==> src/hw/cwg_defines.svh <==
// Register offsets, field positions, reset values and timing figures of the
// complementary waveform generator.
// Assumes inclusion by bare name from the package and the top module.
`ifndef CWG_DEFINES_SVH
`define CWG_DEFINES_SVH

// ****************************************************************
// Register offsets (byte register index on the plain register port)
// ****************************************************************
`define CWG_OFF_CTRL0 4'h0
`define CWG_OFF_CTRL1 4'h1
`define CWG_OFF_CLKCON 4'h2
`define CWG_OFF_ISEL 4'h3
`define CWG_OFF_DBR 4'h4
`define CWG_OFF_DBF 4'h5
`define CWG_OFF_STEER 4'h6
`define CWG_OFF_OEN 4'h7
`define CWG_OFF_SHUT 4'h8

// ****************************************************************
// Field positions
// ****************************************************************
`define CWG_CTRL0_EN 7
`define CWG_CTRL0_LD 6
`define CWG_SHUT_STATE 7
`define CWG_SHUT_RESTART 6

// ****************************************************************
// Mode codes of the three-bit mode field
// ****************************************************************
`define CWG_MODE_HALF 3'h0
`define CWG_MODE_PUSHPULL 3'h1
`define CWG_MODE_FB_FWD 3'h2
`define CWG_MODE_FB_REV 3'h3
`define CWG_MODE_STEER_ASYNC 3'h4
`define CWG_MODE_STEER_SYNC 3'h5

// ****************************************************************
// Reset values and timing
// ****************************************************************
`define CWG_RST_BYTE 8'h00
`define CWG_RST_NIBBLE 4'h0
`define CWG_RST_DB 6'h00
`define CWG_HFOSC_MHZ 16

`endif

==> src/hw/cwg_pkg.sv <==
// Types shared by the complementary waveform generator.
// Assumes the constants header sits beside it.
`include "cwg_defines.svh"

package cwg_pkg;

  // Register port request, one cycle per strobe
  typedef struct packed {
    logic [3:0] addr;
    logic [7:0] wdata;
    logic wr;
    logic rd;
  } cwg_bus_t;

  // Four output pins: level and drive enable, bit 0 is output_a
  typedef struct packed {
    logic [3:0] level;
    logic [3:0] oe;
  } cwg_pins_t;

  // Whole state of the generator
  typedef struct packed {
    logic en;
    logic ld;
    logic [2:0] mode;
    logic [3:0] pol;
    logic cs;
    logic [3:0] isel;
    logic [5:0] dbr_buf;
    logic [5:0] dbf_buf;
    logic [5:0] dbr;
    logic [5:0] dbf;
    logic [3:0] steer;
    logic [3:0] oen;
    logic [3:0] ovr;
    logic restart;
    logic shut;
    logic in_s;
    logic in_p;
    logic osc_p;
    logic [5:0] rcnt;
    logic [5:0] fcnt;
    logic pp_next;
    logic pp_cur;
    logic dir;
    logic fb_pend;
    logic [5:0] fb_cnt;
    logic [3:0] steer_act;
    cwg_pins_t pins;
    logic [7:0] rdata;
  } cwg_state_t;

endpackage

==> src/hw/cwg_top.sv <==
// Complementary waveform generator: one selected modulating input drives
// four outputs in half-bridge, push-pull, full-bridge or steering modes.
// Assumes all inputs synchronous to sys_clk and a register master that
// follows the one-cycle strobe protocol of the plain register port.
//
// Functional notes
// Six modes chosen by control mode field.
// Half-bridge: true and inverted outputs, dead-band.
// Half-bridge: C and D copy, own polarity.
// Push-pull alternates pulses between A and B.
// Sequencer reset when disabled or shut down.
// First pulse after reset goes to A.
// Push-pull: C, D copy A, B.
// Forward: A active, B C inactive, D modulated.
// Reverse: C active, A D inactive, B modulated.
// Dead-band on every full-bridge direction change.
// Direction bit may toggle while running.
// Steering routes input to any output subset.
// Synchronous steering updates at input rising edge.
// Asynchronous steering updates next cycle.
// Clock-select bit picks system or 16 MHz clock.
// Input chosen from sixteen sources.
// Cleared output enable releases the pin.
// Enabled pin shows override or waveform.
// Module disabled: enables and levels ignored.
// Auto-shutdown available in every mode.
// Polarity per output, not on overrides.
// Separate 6-bit rising and falling dead-band counters.
// Unassigned mode codes release all outputs.
`timescale 1ns/1ps
`default_nettype none
`include "cwg_defines.svh"

module cwg_top (
  input wire logic sys_clk,
  input wire logic rst,
  input wire cwg_pkg::cwg_bus_t bus,
  output logic [7:0] reg_rdata,
  input wire logic [15:0] source_in,
  input wire logic hfosc_in,
  input wire logic fault_in,
  output cwg_pkg::cwg_pins_t pins
);
  import cwg_pkg::*;

  // ****************************************************************
  // Decoding helpers
  // ****************************************************************

  // True for the two full-bridge codes, which differ only in bit 0
  function automatic logic is_fb(input logic [2:0] m);
    return (m | 3'h1) == `CWG_MODE_FB_REV;
  endfunction

  // True for the six assigned mode codes
  function automatic logic is_valid(input logic [2:0] m);
    return m <= `CWG_MODE_STEER_SYNC;
  endfunction

  cwg_state_t st_q; // Registered state
  cwg_state_t st_d; // Next state
  logic tick; // One module clock period has passed
  logic rise; // Modulating input rising edge
  logic fall; // Modulating input falling edge
  logic rdone; // Rising dead-band count complete
  logic fdone; // Falling dead-band count complete
  logic [3:0] wave; // Active waveform before polarity
  logic [3:0] level; // Pin level after polarity and override
  logic pp_sel; // Push-pull leg in force this cycle, 1 selects B
  logic [3:0] steer_sel; // Steering selection in force this cycle

  assign reg_rdata = st_q.rdata;
  assign pins = st_q.pins;

  // ****************************************************************
  // Module clock and edge detection
  // ****************************************************************

  // The oscillator is sampled, so it only paces the dead-band counters;
  // its edges must be slower than half of sys_clk to be seen
  assign tick = st_q.cs ? (hfosc_in & ~st_q.osc_p) : 1'b1;
  assign rise = st_q.in_s & ~st_q.in_p;
  assign fall = ~st_q.in_s & st_q.in_p;
  assign rdone = st_q.rcnt == st_q.dbr;
  assign fdone = st_q.fcnt == st_q.dbf;

  // A pulse starts on its new leg; the stored leg would leak one
  // cycle of every pulse after the first onto the wrong output
  assign pp_sel = rise ? st_q.pp_next : st_q.pp_cur;
  // The edge that applies a synchronous selection steers its own pulse
  assign steer_sel = (st_q.mode == `CWG_MODE_STEER_SYNC && rise) ? st_q.steer
                                                                : st_q.steer_act;

  // ****************************************************************
  // Waveform per mode
  // ****************************************************************

  // Raw active waveform of each output, A in bit 0
  always_comb
  begin
    wave = 4'h0;
    unique case (st_q.mode)
      `CWG_MODE_HALF:
      begin
        // True output waits rising dead band, inverted waits falling one
        wave[0] = st_q.in_s & rdone;
        wave[1] = ~st_q.in_s & fdone;
        wave[2] = wave[0];
        wave[3] = wave[1];
      end
      `CWG_MODE_PUSHPULL:
      begin
        wave[0] = st_q.in_s & ~pp_sel;
        wave[1] = st_q.in_s & pp_sel;
        wave[2] = wave[0];
        wave[3] = wave[1];
      end
      `CWG_MODE_FB_FWD, `CWG_MODE_FB_REV:
      begin
        // Applied direction, not the field, steers the bridge legs
        wave[0] = ~st_q.dir;
        wave[2] = st_q.dir;
        wave[3] = ~st_q.dir & st_q.in_s & ~st_q.fb_pend;
        wave[1] = st_q.dir & st_q.in_s & ~st_q.fb_pend;
      end
      `CWG_MODE_STEER_ASYNC, `CWG_MODE_STEER_SYNC:
      begin
        wave = {4{st_q.in_s}} & steer_sel;
      end
      default:
      begin
        wave = 4'h0;
      end
    endcase
  end

  // Per output: override during shutdown, otherwise polarity applies
  genvar gi;
  generate
    for (gi = 0; gi < 4; gi++)
    begin : g_pin
      // Polarity set means active high; overrides bypass it
      assign level[gi] = st_q.shut ? st_q.ovr[gi]
                                   : (st_q.pol[gi] ? wave[gi] : ~wave[gi]);
    end
  endgenerate

  // ****************************************************************
  // Next-state logic
  // ****************************************************************

  // Register port, sequencers, counters and pins
  always_comb
  begin
    st_d = st_q;

    // Input selection and edge history
    st_d.in_s = source_in[st_q.isel];
    st_d.in_p = st_q.in_s;
    st_d.osc_p = hfosc_in;

    // Register writes
    if (bus.wr)
    begin
      unique case (bus.addr)
        `CWG_OFF_CTRL0:
        begin
          st_d.en = bus.wdata[`CWG_CTRL0_EN];
          st_d.ld = bus.wdata[`CWG_CTRL0_LD];
          st_d.mode = bus.wdata[2:0];
        end
        `CWG_OFF_CTRL1: st_d.pol = bus.wdata[3:0];
        `CWG_OFF_CLKCON: st_d.cs = bus.wdata[0];
        `CWG_OFF_ISEL: st_d.isel = bus.wdata[3:0];
        `CWG_OFF_DBR: st_d.dbr_buf = bus.wdata[5:0];
        `CWG_OFF_DBF: st_d.dbf_buf = bus.wdata[5:0];
        `CWG_OFF_STEER: st_d.steer = bus.wdata[3:0];
        `CWG_OFF_OEN: st_d.oen = bus.wdata[3:0];
        `CWG_OFF_SHUT:
        begin
          st_d.shut = bus.wdata[`CWG_SHUT_STATE];
          st_d.restart = bus.wdata[`CWG_SHUT_RESTART];
          st_d.ovr = bus.wdata[3:0];
        end
        default:
        begin
          // Unmapped writes are dropped
        end
      endcase
    end

    // Dead-band buffers: immediate while disabled, else on load request
    if (!st_q.en)
    begin
      st_d.dbr = st_d.dbr_buf;
      st_d.dbf = st_d.dbf_buf;
    end
    else if (st_q.ld && fall)
    begin
      st_d.dbr = st_q.dbr_buf;
      st_d.dbf = st_q.dbf_buf;
      st_d.ld = 1'b0;
    end

    // Rising counter runs while input high, falling counter while low;
    // an input pulse shorter than the count yields no output pulse
    if (!st_q.in_s)
      st_d.rcnt = 6'h00;
    else if (tick && !rdone)
      st_d.rcnt = 6'(st_q.rcnt + 6'h01);
    if (st_q.in_s)
      st_d.fcnt = 6'h00;
    else if (tick && !fdone)
      st_d.fcnt = 6'(st_q.fcnt + 6'h01);

    // Push-pull sequencer, steps on each rising edge
    if (rise)
    begin
      st_d.pp_cur = st_q.pp_next;
      st_d.pp_next = ~st_q.pp_next;
    end

    // Full-bridge direction applies at the first rising edge after change
    if (is_fb(st_q.mode) && rise && (st_q.mode[0] != st_q.dir))
    begin
      st_d.dir = st_q.mode[0];
      st_d.fb_pend = 1'b1;
      st_d.fb_cnt = 6'h00;
    end
    else if (st_q.fb_pend && tick)
    begin
      // Reverse uses the rising count, forward the falling count
      if (st_q.fb_cnt == (st_q.dir ? st_q.dbr : st_q.dbf))
        st_d.fb_pend = 1'b0;
      else
        st_d.fb_cnt = 6'(st_q.fb_cnt + 6'h01);
    end

    // Steering selection takes effect per mode
    if (st_q.mode == `CWG_MODE_STEER_ASYNC)
      st_d.steer_act = st_q.steer;
    else if (st_q.mode == `CWG_MODE_STEER_SYNC && rise)
      st_d.steer_act = st_q.steer;

    // Shutdown: fault sets, auto-restart clears once fault is gone;
    // the fault wins over any software clear in the same cycle
    if (st_q.restart && !fault_in)
      st_d.shut = 1'b0;
    if (fault_in)
      st_d.shut = 1'b1;

    // Sequencer held at start while disabled or shut down
    if (!st_q.en || st_q.shut || fault_in)
    begin
      st_d.pp_next = 1'b0;
      st_d.pp_cur = 1'b0;
    end

    // Pins: released unless module, pin and mode all enabled
    st_d.pins.level = level;
    st_d.pins.oe = (st_q.en && is_valid(st_q.mode)) ? st_q.oen : 4'h0;

    // Register reads answer in the next cycle
    st_d.rdata = `CWG_RST_BYTE;
    if (bus.rd)
    begin
      unique case (bus.addr)
        `CWG_OFF_CTRL0: st_d.rdata = {st_q.en, st_q.ld, 3'h0, st_q.mode};
        `CWG_OFF_CTRL1: st_d.rdata = {st_q.pins.level, st_q.pol};
        `CWG_OFF_CLKCON: st_d.rdata = {7'h00, st_q.cs};
        `CWG_OFF_ISEL: st_d.rdata = {4'h0, st_q.isel};
        `CWG_OFF_DBR: st_d.rdata = {2'h0, st_q.dbr_buf};
        `CWG_OFF_DBF: st_d.rdata = {2'h0, st_q.dbf_buf};
        `CWG_OFF_STEER: st_d.rdata = {st_q.steer_act, st_q.steer};
        `CWG_OFF_OEN: st_d.rdata = {4'h0, st_q.oen};
        `CWG_OFF_SHUT: st_d.rdata = {st_q.shut, st_q.restart, 2'h0, st_q.ovr};
        default: st_d.rdata = `CWG_RST_BYTE;
      endcase
    end
  end

  // ****************************************************************
  // State register
  // ****************************************************************

  // Synchronous reset to all zero: disabled, half-bridge, pins released
  always_ff @(posedge sys_clk)
  begin
    if (rst)
      st_q <= '0;
    else
      st_q <= st_d;
  end
endmodule // cwg_top

`default_nettype wire

==> config.mk <==
export PLATFORM = sky130hd
export DESIGN_NAME = cwg_top
export DESIGN_NICKNAME = d
export VERILOG_FILES = /design/src/hw/cwg_pkg.sv /design/src/hw/cwg_top.sv
export VERILOG_INCLUDE_DIRS = /design/src /design/src/hw
export SDC_FILE = /design/constraint.sdc
export NUM_CORES = 1
export LEC_CHECK = 0
export ABC_AREA = 1
export BUFFER_PORTS_ARGS = -buffer_cell sky130_fd_sc_hd__buf_2
export CORE_MARGIN = 5
export CORE_UTILIZATION = 43
export DETAILED_ROUTE_END_ITERATION = 6
export SYNTH_ARGS = -nofsm -noshare
export SYNTH_HDL_FRONTEND = slang
export SYNTH_SLANG_ARGS = --single-unit
==> constraint.sdc <==
create_clock -name sys_clk -period 4.2 [get_ports sys_clk]
set_clock_uncertainty 0.15 [all_clocks]
set_input_delay 0.63 -clock sys_clk [delete_from_list [all_inputs] [get_ports sys_clk]]
set_output_delay 0.63 -clock sys_clk [all_outputs]
set_load 0.02 [all_outputs]
==> metrics.md <==
| Metric | Value |
|---|---|
| Hpwl dp | `~11,000 um` |
| Rows | `38` |
| Buffers on Ports | `49` |
| Mapped Nets | `724` |
| Fmax | `0.439 GHz` |
| Core Region | `0.0109 mm2` |
| Gr usage total | `22.4%` |
| Routability Congestion | `0.931` |
| Min-delay src | `st_q[52]` |
| Routed Antenna Nets | `0` |
| Slew headroom | `39.5%` |
| Max Cap Viol | `0` |
| Leakage | `2.26 nW` |
| Initial DRC Count | `just under 300` |
| Slowest stage cell, crit path | `inv_1` |
| Die area | `0.0135 mm2` |
| Fin. Hold Viols | `0` |
| Crit start category | `input port` |
| Most frequent cells in the layout | `nand2_1 (127), inv_1 (107), dfxtp_1 (97), nor2_1 (61), a21oi_1 (56)` |
| WP data required | `about 4400 ps` |
| Filler cell count | `between 1k and 1.5k` |
| Vias in the first global route | `around 4.4k` |
| Reg2Reg Depth | `8` |
| Synth cell types | `38` |
| Hold Path Sink | `pins[1]` |
| RSZ-0062 raised after global routing | `no` |
| CP cell instances | `buf_2, inv_1, buf_4, o21ai_0, a21oi_1, a22o_1` |
| Final Max Slew Viols | `0` |
| Drt wl/cell | `roughly 16 um` |
| Synth Instances | `approximately 690` |
| Post-synth top area share | `40.0%` |
| Routed WL | `about 14,000 um` |
| Die W | `116 um` |
| Clock Latency Late Sink | `about 360 ps` |
| DRC Markers | `0` |
| Root Driver | `clkbuf_16` |
| Peak VDD IR | `269 uV` |
| CTS tree | `done` |
| First-pass GRT wire length | `23,000 um` |
| Hold depth | `2` |
| Design Area, Final | `0.00537 mm2` |
| Largest stage delay, worst path | `720 ps` |
| Clock transition at the registers of the reported paths | `70 ps` |
| Crit path capture type | `register` |
| Slew @ Worst Pin | `906 ps` |
| Period utilisation layout | `54.2%` |
| Commonest non-fill, non-tap cell in the layout | `nand2_1` |
| Yosys reg bits | `97` |
| Area post-placement | `0.00506 mm2` |
| Total power | `2.02 mW` |
| Post_cts resized | `0` |
| Layout cells sized above 1 | `12.0%` |
| Worst hold path class | `reg -> reg` |
| CTS Buf Count | `9` |
| Worst R2R Setup Slack | `2110 ps` |
| Count of final setup violators | `0` |
| WP data arrival | `2430 ps` |
| Largest delay contributor family on the critical path | `buffers and inverters` |
| WS Path Type | `in -> reg` |
| CTS Sinks | `97` |
| Synth top area cells | `dfxtp_1 (40%), nand2_1 (9.8%), inv_1 (8.3%)` |
| CTS Buffer Depth | `2` |
| P&R area growth vs syn | `10.4%` |
| CTS H-tree lvls | `3` |
| Diodes inserted | `0` |
| Drt pass-1 iters | `4` |
| # hold bufs at CTS | `0` |
| Post-Syn Area | `0.00486 mm2` |
| Crit Path Max Fanout | `32` |
| Mean Syn Cell Area | `about 7.1 um2` |
| Post-CTS Setup Inserts | `0` |
| Leading area contributor after synthesis | `dfxtp_1` |
| FF-to-FF End | `pins[4]` |
| Via count | `~4.5k` |
| Initial antenna violation count | `0` |
| Power per cell area | `roughly 380 mW/mm2` |
| IO Count | `50` |
| Syn. warnings | `0` |
| Die H | `116 um` |
| GRT Residual Overflow | `0` |
| Initial Util | `44.4%` |
| Largest net degree at the start of global routing | `33` |
| Nets | `751` |
| CP Buf/Inv Count | `3` |
| Outcome | `complete, no violations` |
| RR Startpoint | `st_q[93]` |
| Via-to-Cell Ratio | `5.29` |
| Minimum clock period | `2280 ps` |
| Setup_tns | `0 ps` |
| Seq/Total Area, Yosys | `40.0%` |
## kinds of logic (layout without fill, tap and decap cells)
family | after synthesis | in the layout | share of synthesized area, %
compound gates | 183 | 183 | 22.4
xor+xnor | 11 | 11 | 1.98
fa+ha+maj | 3 | 3 | 0.772
buf+inv | 146 | 178 | 13.2
flops | 97 | 97 | 40.0
simple gates | 247 | 247 | 21.7
## Yosys cell counts, drive strengths merged
cell and instances:
inv 110, a211oi 4, o221ai 5, a221oi 7
nor3 11, nor3b 2, o211ai 8, and3b 1
o21ai 69, nand3 28, o221a 1, clkbuf 5
or2 1, nand4 6, buf 29, a21oi 56
o21a 3, nand2 131, a22o 9, clkinv 2
nor4 1, nor2 66, xor2 9, xnor2 2
ha 3, dfxtp 97, o22ai 21
## power by group
| group | switching [mW] | internal, mW | total (mW) | leakage, nW |
|---|---|---|---|---|
| clock network | 0.372 | 0.456 | 0.827 | 0.149 |
| registers | 0.0234 | 0.947 | 0.970 | 0.786 |
| logic | 0.153 | 0.0685 | 0.221 | 1.33 |
## worst max path at each step
stage	endpoint	slack, ps	from	cells after the start
2_1_floorplan	st_q[95]	2410	bus[13]	6
6_report	st_q[65]	1920	rst	6
5_1_grt	st_q[66]	1760	rst	6
3_3_place_gp	st_q[65]	1660	rst	6
3_5_place_dp	st_q[65]	1590	rst	6
4_1_cts	st_q[65]	1960	rst	6
## worst reg2reg max path: stages, from the launching register on
cell and delay, ps:
dfxtp_1 390, nor3_1 580, nand4_1 310, nand2_1 120, nand2_1 80, nand3_1 90
nand3_1 120, nand2_1 110, inv_1 40
## metrics by stage
step | instances | worst slack (ps) | utilization (%) | hold WS [ps]
4_1_cts | 859 | 1960 | 49.1 | 312
2_1_floorplan | 687 | 2410 | - | 280
5_1_grt | 859 | 1760 | 49.1 | 348
3_5_place_dp | 843 | 1590 | 46.3 | 302
3_3_place_gp | 843 | 1660 | 46.3 | 301
6_report | 859 | 1920 | 49.1 | 313
## area by class of cell
type	count	area (um2)	share of cell area, %
inverter	112	420	7.83
tap	140	175	3.26
timing repair buffer	50	253	4.71
multi-input combinational	444	2270	42.4
sequential	97	1940	36.2
clock buffer	12	267	4.97
clock inverter	4	35.0	0.653
## flip-flops by register name (all words and copies together) (netlist names)
name	flops
pins	8
st_q	80
st_d	1
reg_rdata	8
## routing by layer
metal | track usage [%] | up-vias | part of all wire (%)
li1 | - | 2306 | -
met1 | 30.7 | 2086 | 47
met2 | 34.6 | 129 | 45
met3 | 5.85 | 25 | 5.6
met4 | 6.88 | 0 | 2.0
met5 | 0 | - | 0
Note: power is estimated with default switching activity, not from simulation.
